**src/vplc_pkg.sv**
```systemverilog
// Constants, encodings and carrier types of the video port reset and lane control block
// Overview of operation
// RULE1: 8-bit BT.656 and 8-bit raw capture: channel A lanes 9..2, B lanes 19..12.
// RULE2: Y/C capture luma 9..2, chroma 19..12; 16-bit raw all lanes (code takes only 19..12 and 9..2); transport 9..2.
// RULE3: Display: BT.656 on 9..2; Y/C and 16-bit both halves; dual sync adds B.
// RULE4: Software selects the shared pins for the video port before use.
// RULE5: Software enables the module clock before any data transfer.
// RULE6: Power-on reset acts asynchronously and floats data, control and capture clock pins.
// RULE7: Bus reset is synchronous and may be held to keep the port disabled.
// RULE8: Bus reset floats pins, defaults all registers, clears enable, sets halt.
// RULE9: Register reset completes only on edges of the module clocks.
// RULE10: With enable clear, video clocks and system time clock are gated off.
// RULE11: Every bus access is acknowledged, even while disabled or halted.
// RULE12: With enable clear only the GPIO group is accessible; all once set.
// RULE13: While disabled or halted, pins float unless enabled as GPIO.
// RULE14: Enable set with halt set runs clocks; port control stays writable.
// RULE15: Soft reset resets port logic except enable, self-clears on capture clock, keeps halt.
// RULE16: Software polls the soft reset bit clear before writing port registers.
// RULE17: After halt clears only soft reset is settable; display clock may drive.
// RULE18: Control pins stay floating after halt release unless used as GPIO.
// RULE19: Channel reset affects only its channel and waits for that channel clock.
// RULE20: Channel reset stops capture, defaults registers, clears enable, then self-clears.
// RULE21: With capture enabled only enable, reset and block change; counters run.
// RULE22: Capture begins only after the block bit is cleared.
// RULE23: Power-on reset overrides bus reset; pins float until both release.
package vplc_pkg;
  localparam logic [7:0] ADR_PERIPH_CTL = 8'h00;
  localparam logic [7:0] ADR_GFUNC = 8'h04;
  localparam logic [7:0] ADR_GDOUT = 8'h08;
  localparam logic [7:0] ADR_GPIN = 8'h0C;
  localparam logic [7:0] ADR_PORT = 8'h10;
  localparam logic [7:0] ADR_CAPA = 8'h14;
  localparam logic [7:0] ADR_CAPB = 8'h18;
  localparam logic [7:0] ADR_DISP = 8'h1C;
  localparam logic [7:0] ADR_STAT = 8'h20;
  // Port control fields
  localparam int PORT_SRST = 0;
  localparam int PORT_HALT = 1;
  localparam int PORT_DSEL = 2;
  localparam int PORT_CMODE = 4;
  localparam int PORT_DMODE = 8;
  // Capture channel control fields
  localparam int CAP_EN = 0;
  localparam int CAP_RST = 1;
  localparam int CAP_BLK = 2;
  localparam int CAP_FALL = 3;
  localparam int CAP_CNT = 16;
  localparam logic [3:0] CAP_RSTVAL = 4'h4;
  // Status fields
  localparam int STAT_STC = 16;
  localparam int GPIO_W = 22;
  // Capture modes
  localparam logic [2:0] CM_BT656 = 3'h0;
  localparam logic [2:0] CM_YC = 3'h1;
  localparam logic [2:0] CM_RAW8 = 3'h2;
  localparam logic [2:0] CM_RAW16 = 3'h3;
  localparam logic [2:0] CM_XPORT = 3'h4;
  // Display modes
  localparam logic [1:0] DM_BT656 = 2'h0;
  localparam logic [1:0] DM_YC = 2'h1;
  localparam logic [1:0] DM_DUAL = 2'h2;
  localparam logic [1:0] DM_RAW16 = 2'h3;

  typedef enum logic [2:0] {
    ST_HALT = 3'b001,
    ST_SRST = 3'b010,
    ST_RUN = 3'b100
  } vplc_state_t;

  typedef struct packed {
    logic [19:2] data;
    logic [2:0] ctl;
    logic cap_clk;
    logic dclk;
  } vplc_pin_in_t;

  typedef struct packed {
    logic [19:2] data;
    logic [19:2] data_oe_n;
    logic [2:0] ctl;
    logic [2:0] ctl_oe_n;
    logic dclk;
    logic dclk_oe_n;
  } vplc_pin_out_t;

  localparam vplc_pin_out_t PINS_FLOAT = '{data: 18'h0_0000, data_oe_n: 18'h3_FFFF,
    ctl: 3'h0, ctl_oe_n: 3'h7, dclk: 1'b0, dclk_oe_n: 1'b1};

  typedef struct packed {
    logic [15:0] a;
    logic [7:0] b;
    logic a_vld;
    logic b_vld;
  } vplc_cap_t;

  typedef struct packed {
    logic [15:0] a;
    logic [7:0] b;
  } vplc_disp_t;
endpackage

```
**src/vplc_top.sv**
```systemverilog
// Video port reset sequencing, Wishbone register slave and lane mapping
`timescale 1ns/1ps
module vplc_top (
  // Clock and resets
  input wire logic clk_i,
  input wire logic rst_i,
  input wire logic por_i,
  // Wishbone slave
  input wire logic wb_cyc_i,
  input wire logic wb_stb_i,
  input wire logic wb_we_i,
  input wire logic [7:0] wb_adr_i,
  input wire logic [3:0] wb_sel_i,
  input wire logic [31:0] wb_dat_i,
  output logic [31:0] wb_dat_o,
  output logic wb_ack_o,
  // Port pins
  input wire vplc_pkg::vplc_pin_in_t pins_i,
  output vplc_pkg::vplc_pin_out_t pins_o,
  // Sample streams
  output vplc_pkg::vplc_cap_t cap_o,
  input wire vplc_pkg::vplc_disp_t disp_i
);
  import vplc_pkg::*;

  logic [1:0] por_q;
  logic hard_rst;
  logic port_rst;
  vplc_pin_in_t pin_s1;
  vplc_pin_in_t pin_s2;
  logic cclk_d;
  logic dclk_d;
  logic [1:0] ch_rise;
  logic [1:0] ch_fall;
  logic periph_en;
  logic [GPIO_W-1:0] gpio_func;
  logic [GPIO_W-1:0] gpio_dout;
  vplc_state_t state;
  logic disp_sel;
  logic [2:0] cap_mode;
  logic [1:0] disp_mode;
  logic disp_en;
  logic [15:0] stc_cnt;
  logic [1:0] cap_en;
  logic [1:0] cap_blk;
  logic [1:0] cap_fall;
  logic [1:0] ch_busy;
  logic [1:0] fire;
  logic [15:0] cap_cnt [2];
  logic req;
  logic wr;
  logic grp_ok;
  logic [31:0] rd_val;
  logic [31:0] wd;
  logic halt;
  logic drive;
  vplc_pin_out_t next_pins;

  function automatic logic [31:0] merge(input logic [31:0] cur, input logic [31:0] nw, input logic [3:0] sel);
    logic [31:0] m;
    m = cur;
    for (int k = 0; k < 4; k++) begin
      if (sel[k]) begin
        m[k*8 +: 8] = nw[k*8 +: 8];
      end
    end
    return m;
  endfunction

  // Power-on reset asserts at once and releases on the clock
  always_ff @(posedge clk_i or posedge por_i) begin
    if (por_i) begin
      por_q <= 2'b11; // RULE6
    end else begin
      por_q <= {por_q[0], 1'b0};
    end
  end

  assign hard_rst = rst_i | por_q[1]; // RULE7 RULE23
  assign port_rst = hard_rst | (state == ST_SRST); // RULE15
  assign halt = (state != ST_RUN);

  // Pin inputs pass two flip-flops
  always_ff @(posedge clk_i or posedge por_i) begin
    if (por_i) begin
      pin_s1 <= '0;
      pin_s2 <= '0;
      cclk_d <= 1'b0;
      dclk_d <= 1'b0;
    end else begin
      pin_s1 <= pins_i;
      pin_s2 <= pin_s1;
      cclk_d <= pin_s2.cap_clk;
      dclk_d <= pin_s2.dclk;
    end
  end

  // Video clock edges reach the port only while enabled
  assign ch_rise = {pin_s2.dclk & ~dclk_d, pin_s2.cap_clk & ~cclk_d} & {2{periph_en}}; // RULE10 RULE14
  assign ch_fall = {~pin_s2.dclk & dclk_d, ~pin_s2.cap_clk & cclk_d} & {2{periph_en}}; // RULE10

  // Bus decode; a write lands at the edge where the master sees ack
  assign req = wb_cyc_i & wb_stb_i & ~wb_ack_o;
  assign wr = wb_cyc_i & wb_stb_i & wb_ack_o & wb_we_i & grp_ok;
  assign wd = merge(rd_val, wb_dat_i, wb_sel_i);

  always_comb begin
    grp_ok = periph_en; // RULE12
    rd_val = 32'h0000_0000;
    case (wb_adr_i)
      ADR_PERIPH_CTL: begin
        grp_ok = 1'b1;
        rd_val[0] = periph_en;
      end
      ADR_GFUNC: begin
        grp_ok = 1'b1;
        rd_val[GPIO_W-1:0] = gpio_func;
      end
      ADR_GDOUT: begin
        grp_ok = 1'b1;
        rd_val[GPIO_W-1:0] = gpio_dout;
      end
      ADR_GPIN: begin
        grp_ok = 1'b1;
        rd_val[GPIO_W-1:0] = {pin_s2.dclk, pin_s2.ctl, pin_s2.data};
      end
      ADR_PORT: begin
        rd_val[PORT_SRST] = (state == ST_SRST);
        rd_val[PORT_HALT] = halt;
        rd_val[PORT_DSEL] = disp_sel;
        rd_val[PORT_CMODE +: 3] = cap_mode;
        rd_val[PORT_DMODE +: 2] = disp_mode;
      end
      ADR_CAPA, ADR_CAPB: begin
        if (!ch_busy[wb_adr_i[3]]) begin
          rd_val[CAP_EN] = cap_en[wb_adr_i[3]];
          rd_val[CAP_BLK] = cap_blk[wb_adr_i[3]];
          rd_val[CAP_FALL] = cap_fall[wb_adr_i[3]];
          rd_val[CAP_CNT +: 16] = cap_cnt[wb_adr_i[3]];
        end else begin
          rd_val[CAP_RST] = 1'b1; // RULE20
        end
      end
      ADR_DISP: begin
        rd_val[0] = disp_en;
      end
      ADR_STAT: begin
        rd_val[0] = (state == ST_SRST);
        rd_val[2:1] = ch_busy;
        rd_val[STAT_STC +: 16] = stc_cnt;
      end
      default: begin
        grp_ok = 1'b0;
      end
    endcase
    if (!grp_ok) begin
      rd_val = 32'h0000_0000;
    end
  end

  // Every access is answered one cycle after it is seen
  always_ff @(posedge clk_i or posedge por_i) begin
    if (por_i) begin
      wb_ack_o <= 1'b0;
      wb_dat_o <= 32'h0000_0000;
    end else begin
      wb_ack_o <= req; // RULE11
      wb_dat_o <= (req & ~wb_we_i) ? rd_val : 32'h0000_0000;
    end
  end

  // Enable survives a soft reset; GPIO registers do not
  always_ff @(posedge clk_i or posedge por_i) begin
    if (por_i) begin
      periph_en <= 1'b0;
    end else if (hard_rst) begin
      periph_en <= 1'b0; // RULE8
    end else if (wr && wb_adr_i == ADR_PERIPH_CTL) begin
      periph_en <= wd[0];
    end
  end

  always_ff @(posedge clk_i or posedge por_i) begin
    if (por_i) begin
      gpio_func <= '0;
      gpio_dout <= '0;
    end else if (port_rst) begin
      gpio_func <= '0; // RULE8
      gpio_dout <= '0;
    end else if (wr) begin
      if (wb_adr_i == ADR_GFUNC) begin
        gpio_func <= wd[GPIO_W-1:0];
      end
      if (wb_adr_i == ADR_GDOUT) begin
        gpio_dout <= wd[GPIO_W-1:0];
      end
    end
  end

  // Port sequence: halted, soft reset, back to halted, running
  always_ff @(posedge clk_i or posedge por_i) begin
    if (por_i) begin
      state <= ST_HALT;
    end else if (hard_rst) begin
      state <= ST_HALT; // RULE8
    end else if (wr && wb_adr_i == ADR_PORT && wd[PORT_SRST]) begin
      state <= ST_SRST; // RULE15 RULE17
    end else begin
      case (state)
        ST_SRST: begin
          if (ch_rise[0]) begin
            state <= ST_HALT; // RULE9 RULE15
          end
        end
        ST_HALT: begin
          if (wr && wb_adr_i == ADR_PORT && !wd[PORT_HALT]) begin
            state <= ST_RUN; // RULE14
          end
        end
        ST_RUN: begin
          state <= ST_RUN;
        end
        default: begin
          state <= ST_HALT;
        end
      endcase
    end
  end

  // Port control fields are frozen once the halt is released
  always_ff @(posedge clk_i or posedge por_i) begin
    if (por_i) begin
      disp_sel <= 1'b0;
      cap_mode <= CM_BT656;
      disp_mode <= DM_BT656;
    end else if (port_rst) begin
      disp_sel <= 1'b0;
      cap_mode <= CM_BT656;
      disp_mode <= DM_BT656;
    end else if (wr && wb_adr_i == ADR_PORT && state == ST_HALT) begin
      disp_sel <= wd[PORT_DSEL]; // RULE14 RULE17
      cap_mode <= wd[PORT_CMODE +: 3];
      disp_mode <= wd[PORT_DMODE +: 2];
    end
  end

  always_ff @(posedge clk_i or posedge por_i) begin
    if (por_i) begin
      disp_en <= 1'b0;
    end else if (port_rst) begin
      disp_en <= 1'b0;
    end else if (wr && wb_adr_i == ADR_DISP) begin
      disp_en <= wd[0];
    end
  end

  // System time counter stops while its clock is gated
  always_ff @(posedge clk_i or posedge por_i) begin
    if (por_i) begin
      stc_cnt <= 16'h0000;
    end else if (port_rst) begin
      stc_cnt <= 16'h0000;
    end else if (periph_en) begin
      stc_cnt <= stc_cnt + 16'h0001; // RULE10
    end
  end

  // Capture channels: channel B takes its clock on the display clock pin
  for (genvar i = 0; i < 2; i++) begin : g_ch
    logic hit;
    assign hit = wr && wb_adr_i[7:2] == (ADR_CAPA[7:2] + 6'(i));
    assign fire[i] = cap_en[i] & ~cap_blk[i] & ~ch_busy[i] & ~halt & ~disp_sel
      & (cap_fall[i] ? ch_fall[i] : ch_rise[i]); // RULE20 RULE22

    always_ff @(posedge clk_i or posedge por_i) begin
      if (por_i) begin
        ch_busy[i] <= 1'b0;
      end else if (port_rst) begin
        ch_busy[i] <= 1'b0;
      end else if (hit && wd[CAP_RST]) begin
        ch_busy[i] <= 1'b1; // RULE19
      end else if (ch_rise[i]) begin
        ch_busy[i] <= 1'b0; // RULE19 RULE20
      end
    end

    always_ff @(posedge clk_i or posedge por_i) begin
      if (por_i) begin
        {cap_fall[i], cap_blk[i], cap_en[i]} <= {CAP_RSTVAL[CAP_FALL], CAP_RSTVAL[CAP_BLK], CAP_RSTVAL[CAP_EN]};
      end else if (port_rst || ch_busy[i]) begin
        {cap_fall[i], cap_blk[i], cap_en[i]} <= {CAP_RSTVAL[CAP_FALL], CAP_RSTVAL[CAP_BLK], CAP_RSTVAL[CAP_EN]}; // RULE20
      end else if (hit && !wd[CAP_RST]) begin
        cap_en[i] <= wd[CAP_EN];
        cap_blk[i] <= wd[CAP_BLK];
        if (!cap_en[i]) begin
          cap_fall[i] <= wd[CAP_FALL]; // RULE21
        end
      end
    end

    always_ff @(posedge clk_i or posedge por_i) begin
      if (por_i) begin
        cap_cnt[i] <= 16'h0000;
      end else if (port_rst || ch_busy[i]) begin
        cap_cnt[i] <= 16'h0000;
      end else if (cap_en[i] && ch_rise[i]) begin
        cap_cnt[i] <= cap_cnt[i] + 16'h0001; // RULE21
      end
    end
  end

  // Lane mapping of captured samples
  always_ff @(posedge clk_i or posedge por_i) begin
    if (por_i) begin
      cap_o <= '0;
    end else if (port_rst) begin
      cap_o <= '0;
    end else begin
      cap_o.a_vld <= fire[0];
      cap_o.b_vld <= fire[1] & (cap_mode == CM_BT656 || cap_mode == CM_RAW8); // RULE1
      if (fire[0]) begin
        if (cap_mode == CM_YC || cap_mode == CM_RAW16) begin
          cap_o.a <= {pin_s2.data[19:12], pin_s2.data[9:2]}; // RULE2
        end else begin
          cap_o.a <= {8'h00, pin_s2.data[9:2]}; // RULE1 RULE2
        end
      end
      if (fire[1]) begin
        cap_o.b <= pin_s2.data[19:12]; // RULE1
      end
    end
  end

  // Pin drive: video lanes over GPIO, floating otherwise
  assign drive = periph_en & ~halt & disp_sel & disp_en;

  always_comb begin
    next_pins.data = gpio_dout[17:0];
    next_pins.data_oe_n = ~gpio_func[17:0]; // RULE13
    next_pins.ctl = gpio_dout[20:18];
    next_pins.ctl_oe_n = ~gpio_func[20:18]; // RULE18
    next_pins.dclk = gpio_dout[21];
    next_pins.dclk_oe_n = ~gpio_func[21];
    if (drive) begin
      next_pins.data[9:2] = disp_i.a[7:0]; // RULE3
      next_pins.data_oe_n[9:2] = 8'h00;
      case (disp_mode)
        DM_YC, DM_RAW16: begin
          next_pins.data[19:12] = disp_i.a[15:8]; // RULE3
          next_pins.data_oe_n[19:12] = 8'h00;
        end
        DM_DUAL: begin
          next_pins.data[19:12] = disp_i.b; // RULE3
          next_pins.data_oe_n[19:12] = 8'h00;
        end
        default: begin
        end
      endcase
    end
    if (periph_en && !halt && disp_sel) begin
      next_pins.dclk = pin_s2.cap_clk; // RULE17
      next_pins.dclk_oe_n = 1'b0;
    end
  end

  always_ff @(posedge clk_i or posedge por_i) begin
    if (por_i) begin
      pins_o <= PINS_FLOAT; // RULE6 RULE23
    end else if (port_rst) begin
      pins_o <= PINS_FLOAT; // RULE8
    end else begin
      pins_o <= next_pins;
    end
  end
endmodule

```
**config.mk**
```make
export PLATFORM = sky130hd
export DESIGN_NAME = vplc_top
export DESIGN_NICKNAME = d
export VERILOG_FILES = /design/src/vplc_pkg.sv /design/src/vplc_top.sv
export SDC_FILE = /design/constraint.sdc
export NUM_CORES = 1
export LEC_CHECK = 0
export BUFFER_PORTS_ARGS = -buffer_cell sky130_fd_sc_hd__buf_2
export CAP_MARGIN = 25
export CORE_MARGIN = 4
export CORE_UTILIZATION = 40
export DETAILED_ROUTE_END_ITERATION = 7
export HOLD_SLACK_MARGIN = 0.05
export PLACE_DENSITY = 0.67
export SLEW_MARGIN = 40
export SYNTH_ARGS = -nofsm -noshare
export SYNTH_HDL_FRONTEND = slang
export SYNTH_SLANG_ARGS = --single-unit
```
**constraint.sdc**
```tcl
create_clock -name clk_i -period 7.5 [get_ports clk_i]
set_input_delay 0.375 -clock clk_i [delete_from_list [all_inputs] [get_ports clk_i]]
set_output_delay 0.375 -clock clk_i [all_outputs]
set_load 0.05 [all_outputs]
```
==> results of run 1 <==
kinds of logic (layout without fill, tap and decap cells):
logic type | after synthesis | after routing | share of synthesized area
simple gates | 469 | 469 | 0.1925
flops | 264 | 264 | 0.5682
compound gates | 235 | 235 | 0.1274
buf+inv | 76 | 292 | 0.03030
mux | 52 | 52 | 0.04657
xor+xnor | 42 | 42 | 0.03148
fa+ha+maj | 3 | 3 | 0.003212
other cells | 1 | 5 | 0.0003209
repair_timing:
item                       4_1_cts  5_1_grt
hold endpoints to repair       104        0
setup endpoints to repair        0        0
hold buffers                    33        0
layer usage:
layer | GRT usage | routed length, microns
met5 | 0 | 41
met2 | 0.3211 | 15290
met3 | 0.03838 | 2783
met4 | 0.06332 | 911
met1 | 0.2921 | 14010
cell usage in the layout (no fill, tap or decap), types with 5 or more instances in the layout:
master and instances:
and2_1 18, xor2_1 32, nand4_1 20, clkinv_2 5
nand3b_1 5, xnor2_1 10, nand2_1 138, buf_4 6
clkbuf_16 29, a211oi_1 6, dlygate4sd3_1 33, clkbuf_8 9
o221ai_1 8, a31oi_1 27, or3_1 7, buf_2 188
dfrtp_1 237, dfstp_2 27, a22o_1 10, nand3_1 30
a22oi_1 7, a21oi_1 72, nor3_1 19, o21ai_0 62
mux2_2 18, nor2_1 163, and3_1 14, a2bb2oi_1 6
nand2b_1 7, nor2b_1 9, mux2i_1 33
registers in the layout, indices dropped and copies added, names as in the netlist, 3 cells and up:
signal     count
state          3
wb_dat_o      32
gpio_func     22
cap_cnt       32
gpio_dout     22
pins_o        44
cap_mode       3
pin_s2        23
cap_o         26
stc_cnt       16
pin_s1        23
final timing paths:
check | from | to | slack, ns | cells after the start
setup / recovery | periph_en | disp_sel | 4.73 | 5
hold / removal | disp_i[13] | pins_o[31] | 0.08 | 3
setup reg to reg | periph_en | disp_sel | 4.73 | 5
hold reg to reg | pin_s1[3] | pin_s2[3] | 0.34 | 0
max in group asynchronous | por_i | ch_busy[0] | 5.91 | 5
min in group asynchronous | por_i | pins_o[41] | 0.47 | 4
cell type report:
cell class | count | area, sq um | area share
sequential | 264 | 6640 | 0.4631
multi-input combinational | 802 | 4712 | 0.3286
timing repair buffer | 233 | 1429 | 0.09965
clock buffer | 42 | 864.6 | 0.06030
tap | 384 | 480.5 | 0.03351
clock inverter | 12 | 180.2 | 0.01257
inverter | 5 | 22.52 | 0.001571
antenna | 4 | 10.01 | 0.0006981
critical path, delay by kind of cell, from the launching register on:
kind	cells	cell delay [ns]
simple gates	2	0.68
compound gates	2	0.90
flops	1	0.80
mux	1	0.24
per-stage QoR:
| step | total power [mW] | setup WS, ns | std cells | utilization | instance area [sq um] |
|---|---|---|---|---|---|
| 2_1_floorplan | 1.549 | 3.664 | 1142 | - | 11690 |
| 3_3_place_gp | 1.606 | 4.024 | 1652 | 0.4470 | 12870 |
| 3_5_place_dp | 1.613 | 4.327 | 1655 | 0.4501 | 12950 |
| 4_1_cts | 3.156 | 4.803 | 1742 | 0.4979 | 14330 |
| 5_1_grt | 3.234 | 4.500 | 1746 | 0.4982 | 14340 |
| 6_report | 3.127 | 4.725 | 1746 | 0.4982 | 14340 |
power breakdown:
| part | switching (mW) | total [mW] | internal, mW |
|---|---|---|---|
| combinational | 0.0964 | 0.150 | 0.0532 |
| clock | 0.587 | 1.53 | 0.939 |
| sequential | 0.0117 | 1.45 | 1.44 |
| total | 0.695 | 3.13 | 2.43 |
==> run_results.csv, run 1 <==
group,metric,value,unit
run_status,status,"complete, no violations",
route,detail_route.wl_per_cell,18.92,microns
power_and_ir_drop,p_leak,6.406,nW
logic_synthesis,synth_commonest_cells,"237 x dfrtp_1, 164 x nor2_1, 138 x nand2_1",
global_routing,gr-total-overflow,0,
logic_synthesis,ys_top_cells_by_area,"dfrtp_1 51%, dfstp_2 6.1%, nor2_1 5.3%",
clock_tree,numCtsBuffers,29,
die,design.core.area,28780,sq um
timing,rsz0062_at_grt,"false",
clock_tree,clockRootBuffer,"clkbuf_16",
critical_path,cp.required,7.93,ns
logic_synthesis,synth_top_area_cell,"dfrtp_1",
critical_path,critPathKind,"reg -> reg",
logic_synthesis,ys_ff_latch,264,
logic_synthesis,synth_ff_type,"dfrtp_1",
timing,tightest_slew,0.7979,ns
global_routing,antenna_found_initial,8,
route,dr.first_iter.drc_count,846,
place,io_buffer_count,188,
global_routing,track_usage,0.2055,
place,place_congestion,0.9033,
global_routing,grt_pass1_vias,9338,
die,boundaryPins,200,
global_routing,grt_start_max_net_pins,107,
logic_synthesis,synth_top_area_frac,0.5075,
clock_tree,cts_resized,0,
timing,fin_crit_sh,0.3699,
critical_path,slowest_delay,0.80,ns
die,initial_utilization,0.4061,
clock_tree,cts-htree-levels,1,
power_and_ir_drop,irDropWorstVdd,0.1589,mV
die,die_area,32010,sq um
clock_tree,clock_path_buffers,3,
run,drv_cap,0,
clock_tree,path_clk_slew,0.06,ns
critical_path,start_kind,"flop",
clock_tree,post-cts-setup-buffer-count,0,
timing,report.final.slew_viol_count,0,
logic_synthesis,syn_inst,1142,
timing,setup_viol_count_final,0,
timing,fin_worst_skew,0.03720,ns
cells_and_area,area_growth,22.70,%
timing,period_needed,2.775,ns
die,rows,62,
cells_and_area,nFillCells,2587,
timing,hold_violations,0,
route,num_vias,9472,
timing,setup-tns-final,0,ns
logic_synthesis,synthArstFlopShare,1.000,
timing,max_freq,360.4,MHz
critical_path,crit_arrival,3.20,ns
logic_synthesis,synth_edf_count,0,
power_and_ir_drop,power.density,218.1,nW/um^2
cells_and_area,drive_gt1_frac,0.2408,
critical_path,crit_chain,"o2111ai_1 -> a21oi_2 -> and4_1 -> mux2i_1 -> nor2_1",
critical_path,cp-end-kind,"flop",
logic_synthesis,yosys_warnings,0,
clock_tree,cts_tree,"done",
route,routed_wl,33.03,mm
route,ant_nets,0,
place,hpwl,22.55,mm
logic_synthesis,yosysUniqueCellTypes,77,
clock_tree,clock_latency,0.57,ns
route,drc,0,
hold_path,hp-class,"in -> reg",
critical_path,cpMaxStageDelayCell,"dfrtp_1",
global_routing,grt_pass1_wl,51.95,mm
logic_synthesis,netlist_area,11690,sq um
logic_synthesis,yosysMostFrequentCell,"dfrtp_1",
logic_synthesis,avgSynthCellArea,10.23,sq um
route,first_pass_iters,6,
logic_synthesis,syn-num-nets,1242,
cells_and_area,nets,1435,
die,die_w,178.9,microns
die,die_h,178.9,microns
timing,max_slew_margin,0.4681,
clock_tree,clock-sinks,264,
timing,hold_ws,0.08297,ns
logic_synthesis,yosysSeqAreaShare,0.5682,
critical_path,critPathMaxFanout,18,
route,routed_via_density,5.425,
Power figures use the tool's default switching activity.
==> run 2, diff against run 1 <==
--- a/config.mk
+++ b/config.mk
@@ -11,7 +11,7 @@
 export CORE_UTILIZATION = 40
 export DETAILED_ROUTE_END_ITERATION = 7
 export HOLD_SLACK_MARGIN = 0.05
-export PLACE_DENSITY = 0.67
+export PLACE_DENSITY = 0.65
 export SLEW_MARGIN = 40
 export SYNTH_ARGS = -nofsm -noshare
 export SYNTH_HDL_FRONTEND = slang
==> constraint.sdc (replaced) <==
create_clock -name clk_i -period 2.65 [get_ports clk_i]
set_input_delay 0.1325 -clock clk_i [delete_from_list [all_inputs] [get_ports clk_i]]
set_output_delay 0.1325 -clock clk_i [all_outputs]
set_load 0.05 [all_outputs]
==> run 2 against run 1 <==
Effect of this change: largest power group unchanged; worst hold slack got worse by 0.021 ns; non-clock buffer count rose by 69; cell area rose by 4.0%; count of clock-buffer cells in the layout did not move; via count rose by 2.1%; die area did not move.
==> run_results.csv, run 2 (same netlist as run 1, synthesis figures left out) <==
group,metric,value,unit
clock_tree,cts_resized,0,
clock_tree,postCtsHoldBufs,67,
timing,max_freq,411.8,MHz
clock_tree,numCtsBuffers,29,
cells_and_area,reg_top3,"pins_o (44), cap_cnt (32), wb_dat_o (32)",
place,io_buffer_count,188,
power_and_ir_drop,finalPower,8.813,mW
timing,tightest_slew,0.7731,ns
global_routing,grt_pass1_vias,9528,
cells_and_area,final_cell_mix,"237 x dfrtp_1, 188 x buf_2, 163 x nor2_1, 138 x nand2_1, 72 x a21oi_1",
route,drc,0,
cells_and_area,drive_gt1_frac,0.2523,
global_routing,grt_pass1_wl,52.21,mm
global_routing,grt_start_max_net_pins,83,
route,dr.first_iter.drc_count,789,
critical_path,cp.required,3.15,ns
global_routing,gr-total-overflow,0,
cells_and_area,largest_reg_flops,44,
place,hpwl,23.28,mm
run_status,status,"complete, no violations",
timing,hold_violations,0,
hold_path,hp-class,"in -> reg",
critical_path,start_kind,"flop",
timing,fin_crit_sh,0.9165,
die,die_area,32010,sq um
clock_tree,post-cts-setup-buffer-count,0,
critical_path,critPathKind,"reg -> reg",
cells_and_area,area_growth,27.67,%
die,die_w,178.9,microns
critical_path,crit_arrival,2.93,ns
timing,fin_worst_skew,0.03337,ns
clock_tree,cts_tree,"done",
die,boundaryPins,200,
die,die_h,178.9,microns
route,first_pass_iters,5,
route,ant_nets,0,
global_routing,track_usage,0.2068,
route,detail_route.wl_per_cell,18.44,microns
cells_and_area,top_register,"pins_o",
die,initial_utilization,0.4061,
cells_and_area,layoutNonFillerInstCount,1816,
clock_tree,cts-htree-levels,1,
cells_and_area,nets,1504,
clock_tree,clock_path_buffers,3,
place,place_ws,0.4803,ns
power_and_ir_drop,irDropWorstVdd,0.4395,mV
power_and_ir_drop,p_leak,6.713,nW
cells_and_area,final_common_cell,"dfrtp_1",
route,routed_wl,33.48,mm
critical_path,cp-end-kind,"flop",
timing,hold_ws,0.06200,ns
timing,setup_viol_count_final,0,
clock_tree,path_clk_slew,0.06,ns
timing,period_needed,2.429,ns
timing,rsz0062_at_grt,"false",
timing,report.final.slew_viol_count,0,
die,design.core.area,28780,sq um
place,dpl.cell_count,1689,
timing,max_slew_margin,0.4846,
place,place_congestion,0.8938,
global_routing,antenna_found_initial,8,
route,routed_via_density,5.325,
route,num_vias,9670,
clock_tree,clock-sinks,264,
timing,setup-tns-final,0,ns
timing,fin_ws,0.2214,ns
power_and_ir_drop,power.density,590.7,nW/um^2
clock_tree,clockRootBuffer,"clkbuf_16",
clock_tree,clock_latency,0.57,ns
critical_path,critPathMaxFanout,16,
run,drv_cap,0,
die,rows,62,
[run 2: path summary, 6_finish.rpt]
path	from	to	slack, ns	cells past startpoint
setup / recovery	ch_busy[1]	gpio_func[17]	0.22	8
hold / removal	disp_i[4]	pins_o[40]	0.06	5
setup reg to reg	ch_busy[1]	gpio_func[17]	0.22	8
hold reg to reg	pin_s1[21]	pin_s2[21]	0.35	0
max in group asynchronous	por_i	por_q[1]	1.70	5
min in group asynchronous	por_i	pins_o[39]	0.07	3
[run 2: layout make-up]
cell class	count	area (sq um)
multi-input combinational	802	4702
sequential	264	6640
timing repair buffer	302	2039
fill	2575	13860
tap	384	480.5
clock buffer	42	864.6
antenna	5	12.51
inverter	5	22.52
clock inverter	12	157.7
[run 2: critical path, cell delays in order, from the launching register on]
cell and delay [ns]:
dfrtp_1 0.45, nor3b_1 0.49, o211ai_4 0.12, buf_4 0.21, a2bb2oi_1 0.18, o21ai_0 0.11, nand2_1 0.10, a31oi_1 0.16
dlygate4sd3_1 0.56
[run 2: per-layer routing]
| layer | GRT usage | share of wire | wire length [microns] |
|---|---|---|---|
| met1 | 0.2927 | 0.44 | 14610 |
| met2 | 0.3243 | 0.46 | 15250 |
| met3 | 0.04154 | 0.084 | 2796 |
| met4 | 0.05948 | 0.023 | 774 |
| met5 | 0 | 0.0016 | 52 |
[run 2: stage by stage]
stage,utilization,instance area (sq um)
final,0.5184,14920
after global placement,0.4584,13190
after floorplan,-,11690
after global routing,0.5183,14920
after CTS,0.5173,14890
after detailed placement,0.4584,13190
[run 2: report_power, final]
| group | total [mW] | switching [mW] | internal, mW |
|---|---|---|---|
| Clock | 4.23 | 1.66 | 2.56 |
| Sequential | 4.11 | 0.0335 | 4.07 |
| Combinational | 0.478 | 0.282 | 0.196 |
| Total | 8.81 | 1.98 | 6.83 |
==> run 3, diff against run 2 <==
--- a/config.mk
+++ b/config.mk
@@ -12,6 +12,7 @@
 export DETAILED_ROUTE_END_ITERATION = 7
 export HOLD_SLACK_MARGIN = 0.05
 export PLACE_DENSITY = 0.65
+export RECOVER_POWER = 100
 export SLEW_MARGIN = 40
 export SYNTH_ARGS = -nofsm -noshare
 export SYNTH_HDL_FRONTEND = slang
==> run 3 against run 2 <==
Effect of this change: cell area down 1.7%; sequential power about the same; global-route usage unchanged; combinational power down 4%; die area unchanged; first-iteration DRC count down 3.5%; via count up 0.17%; sequential cell count unchanged; clock skew up 0.00074 ns; sequential share of layout area up 0.78 points; non-clock buffer count unchanged; wire length up 0.58%.
==> run_results.csv, run 3 (same netlist as run 1, synthesis figures left out) <==
group,metric,value,unit
route,first_pass_iters,6,
route,routed_via_density,5.334,
hold_path,hp-start,"disp_i[4]",
die,die_w,178.9,microns
timing,fin_ws,0.2100,ns
cells_and_area,area_growth,25.47,%
timing,hold_violations,0,
run_status,status,"complete, no violations",
cells_and_area,final_cell_mix,"237 x dfrtp_1, 163 x nor2_1, 138 x nand2_1, 117 x clkbuf_1, 83 x buf_2",
die,design.core.area,28780,sq um
place,placed_area,13190,sq um
cells_and_area,multi_input_area,4674,sq um
cells_and_area,reg_top3,"pins_o (44), cap_cnt (32), wb_dat_o (32)",
critical_path,start_kind,"flop",
route,ant_nets,0,
global_routing,track_usage,0.2068,
critical_path,critPathKind,"reg -> reg",
clock_tree,path_clk_slew,0.06,ns
clock_tree,clock_latency,0.57,ns
timing,max_freq,409.8,MHz
timing,fin_worst_skew,0.03412,ns
timing,rsz0062_at_grt,"false",
critical_path,critPathMaxFanout,16,
hold_path,hold_path_depth,5,
clock_tree,clock-sinks,264,
clock_tree,cts_tree,"done",
global_routing,antenna_found_initial,8,
die,initial_utilization,0.4061,
power_and_ir_drop,p_leak,6.251,nW
critical_path,r2r-start,"ch_busy[1]",
power_and_ir_drop,irDropWorstVdd,0.4421,mV
cells_and_area,nFillCells,2646,
timing,report.final.slew_viol_count,0,
cells_and_area,drive_gt1_frac,0.1675,
hold_path,hp-class,"in -> reg",
critical_path,crit_arrival,2.94,ns
timing,period_needed,2.440,ns
die,rows,62,
cells_and_area,design_area,14660,sq um
place,place_ws,0.4803,ns
route,drc,0,
die,boundaryPins,200,
route,dr.first_iter.drc_count,761,
die,die_area,32010,sq um
cells_and_area,regArea,6640,sq um
clock_tree,clock_path_buffers,3,
place,hpwl,23.28,mm
cells_and_area,nets,1504,
clock_tree,clockRootBuffer,"clkbuf_16",
global_routing,grt_start_max_net_pins,83,
hold_path,hold_end,"pins_o[40]",
cells_and_area,final_common_cell,"dfrtp_1",
place,place_congestion,0.8938,
power_and_ir_drop,power.density,599.9,nW/um^2
route,routed_wl,33.68,mm
global_routing,gr-total-overflow,0,
route,num_vias,9686,
clock_tree,numCtsBuffers,29,
power_and_ir_drop,finalPower,8.797,mW
critical_path,r2r_cells,8,
global_routing,grt_pass1_vias,9528,
critical_path,regToRegEndpoint,"gpio_func[17]",
clock_tree,cts-htree-levels,1,
place,io_buffer_count,188,
die,die_h,178.9,microns
critical_path,cp.required,3.15,ns
critical_path,cp-end-kind,"flop",
run,drv_cap,0,
timing,max_slew_margin,0.1149,
route,detail_route.wl_per_cell,18.54,microns
global_routing,grt_pass1_wl,52.21,mm
critical_path,rrSetupSlack,0.21,ns
timing,fin_crit_sh,0.9208,
timing,tightest_slew,1.328,ns
timing,hold_ws,0.06201,ns
cells_and_area,top_register,"pins_o",
timing,setup_viol_count_final,0,
cells_and_area,largest_reg_flops,44,
[run 3: cell count changes in the layout (fill, tap and decap cells not counted), sizes merged]
| cell | delta |
|---|---|
| buf | -121 |
| clkbuf | +121 |
[run 3: repair_timing]
item | CTS | global route
hold buffers | 67 | 0
resized for setup | 0 | 0
hold endpoints to repair | 104 | 0
setup buffers | 0 | 0
[run 3: worst max-delay path, cell delays in order (launching register included)]
cell	delay (ns)
dfrtp_1	0.46
nor3b_1	0.48
o211ai_4	0.12
buf_4	0.21
a2bb2oi_1	0.18
o21ai_0	0.11
nand2_1	0.10
a31oi_1	0.17
dlygate4sd3_1	0.56
[run 3: metrics by stage]
step | TNS [ns] | util | std cells
4_1_cts | 0 | 0.5173 | 1810
2_1_floorplan | -224.49 | - | 1142
3_3_place_gp | 0 | 0.4584 | 1689
3_5_place_dp | 0 | 0.4584 | 1689
6_report | 0 | 0.5095 | 1816
5_1_grt | 0 | 0.5094 | 1815
[run 3: area by class of cell]
type,instances,share of cell area
multi-input combinational,802,0.3188
clock inverter,12,0.01075
antenna,5,0.0008533
inverter,5,0.001365
sequential,264,0.4529
clock buffer,42,0.05896
tap,384,0.03277
timing repair buffer,302,0.1236
[run 3: report_power, final]
| group | internal (mW) | switching, mW |
|---|---|---|
| clock network | 2.56 | 1.67 |
| registers | 4.07 | 0.0330 |
| logic | 0.182 | 0.279 |
[run 3: worst max-delay path by stage]
stage / startpoint / end / depth (start not counted)
6_report: ch_busy[1] / gpio_func[17] / 8
5_1_grt: por_i / cap_cnt[22] / 5
4_1_cts: ch_busy[1] / gpio_func[17] / 8
3_5_place_dp: wb_adr_i[4] / disp_mode[1] / 8
3_3_place_gp: wb_adr_i[4] / disp_mode[1] / 8
2_1_floorplan: por_i / cap_cnt[0] / 1
[run 3: routing by layer]
metal	share of wire	vias up	GRT usage
li1	-	4507	-
met1	0.44	4737	0.2927
met2	0.46	368	0.3243
met3	0.081	66	0.04154
met4	0.024	8	0.05948
met5	0.0016	-	0
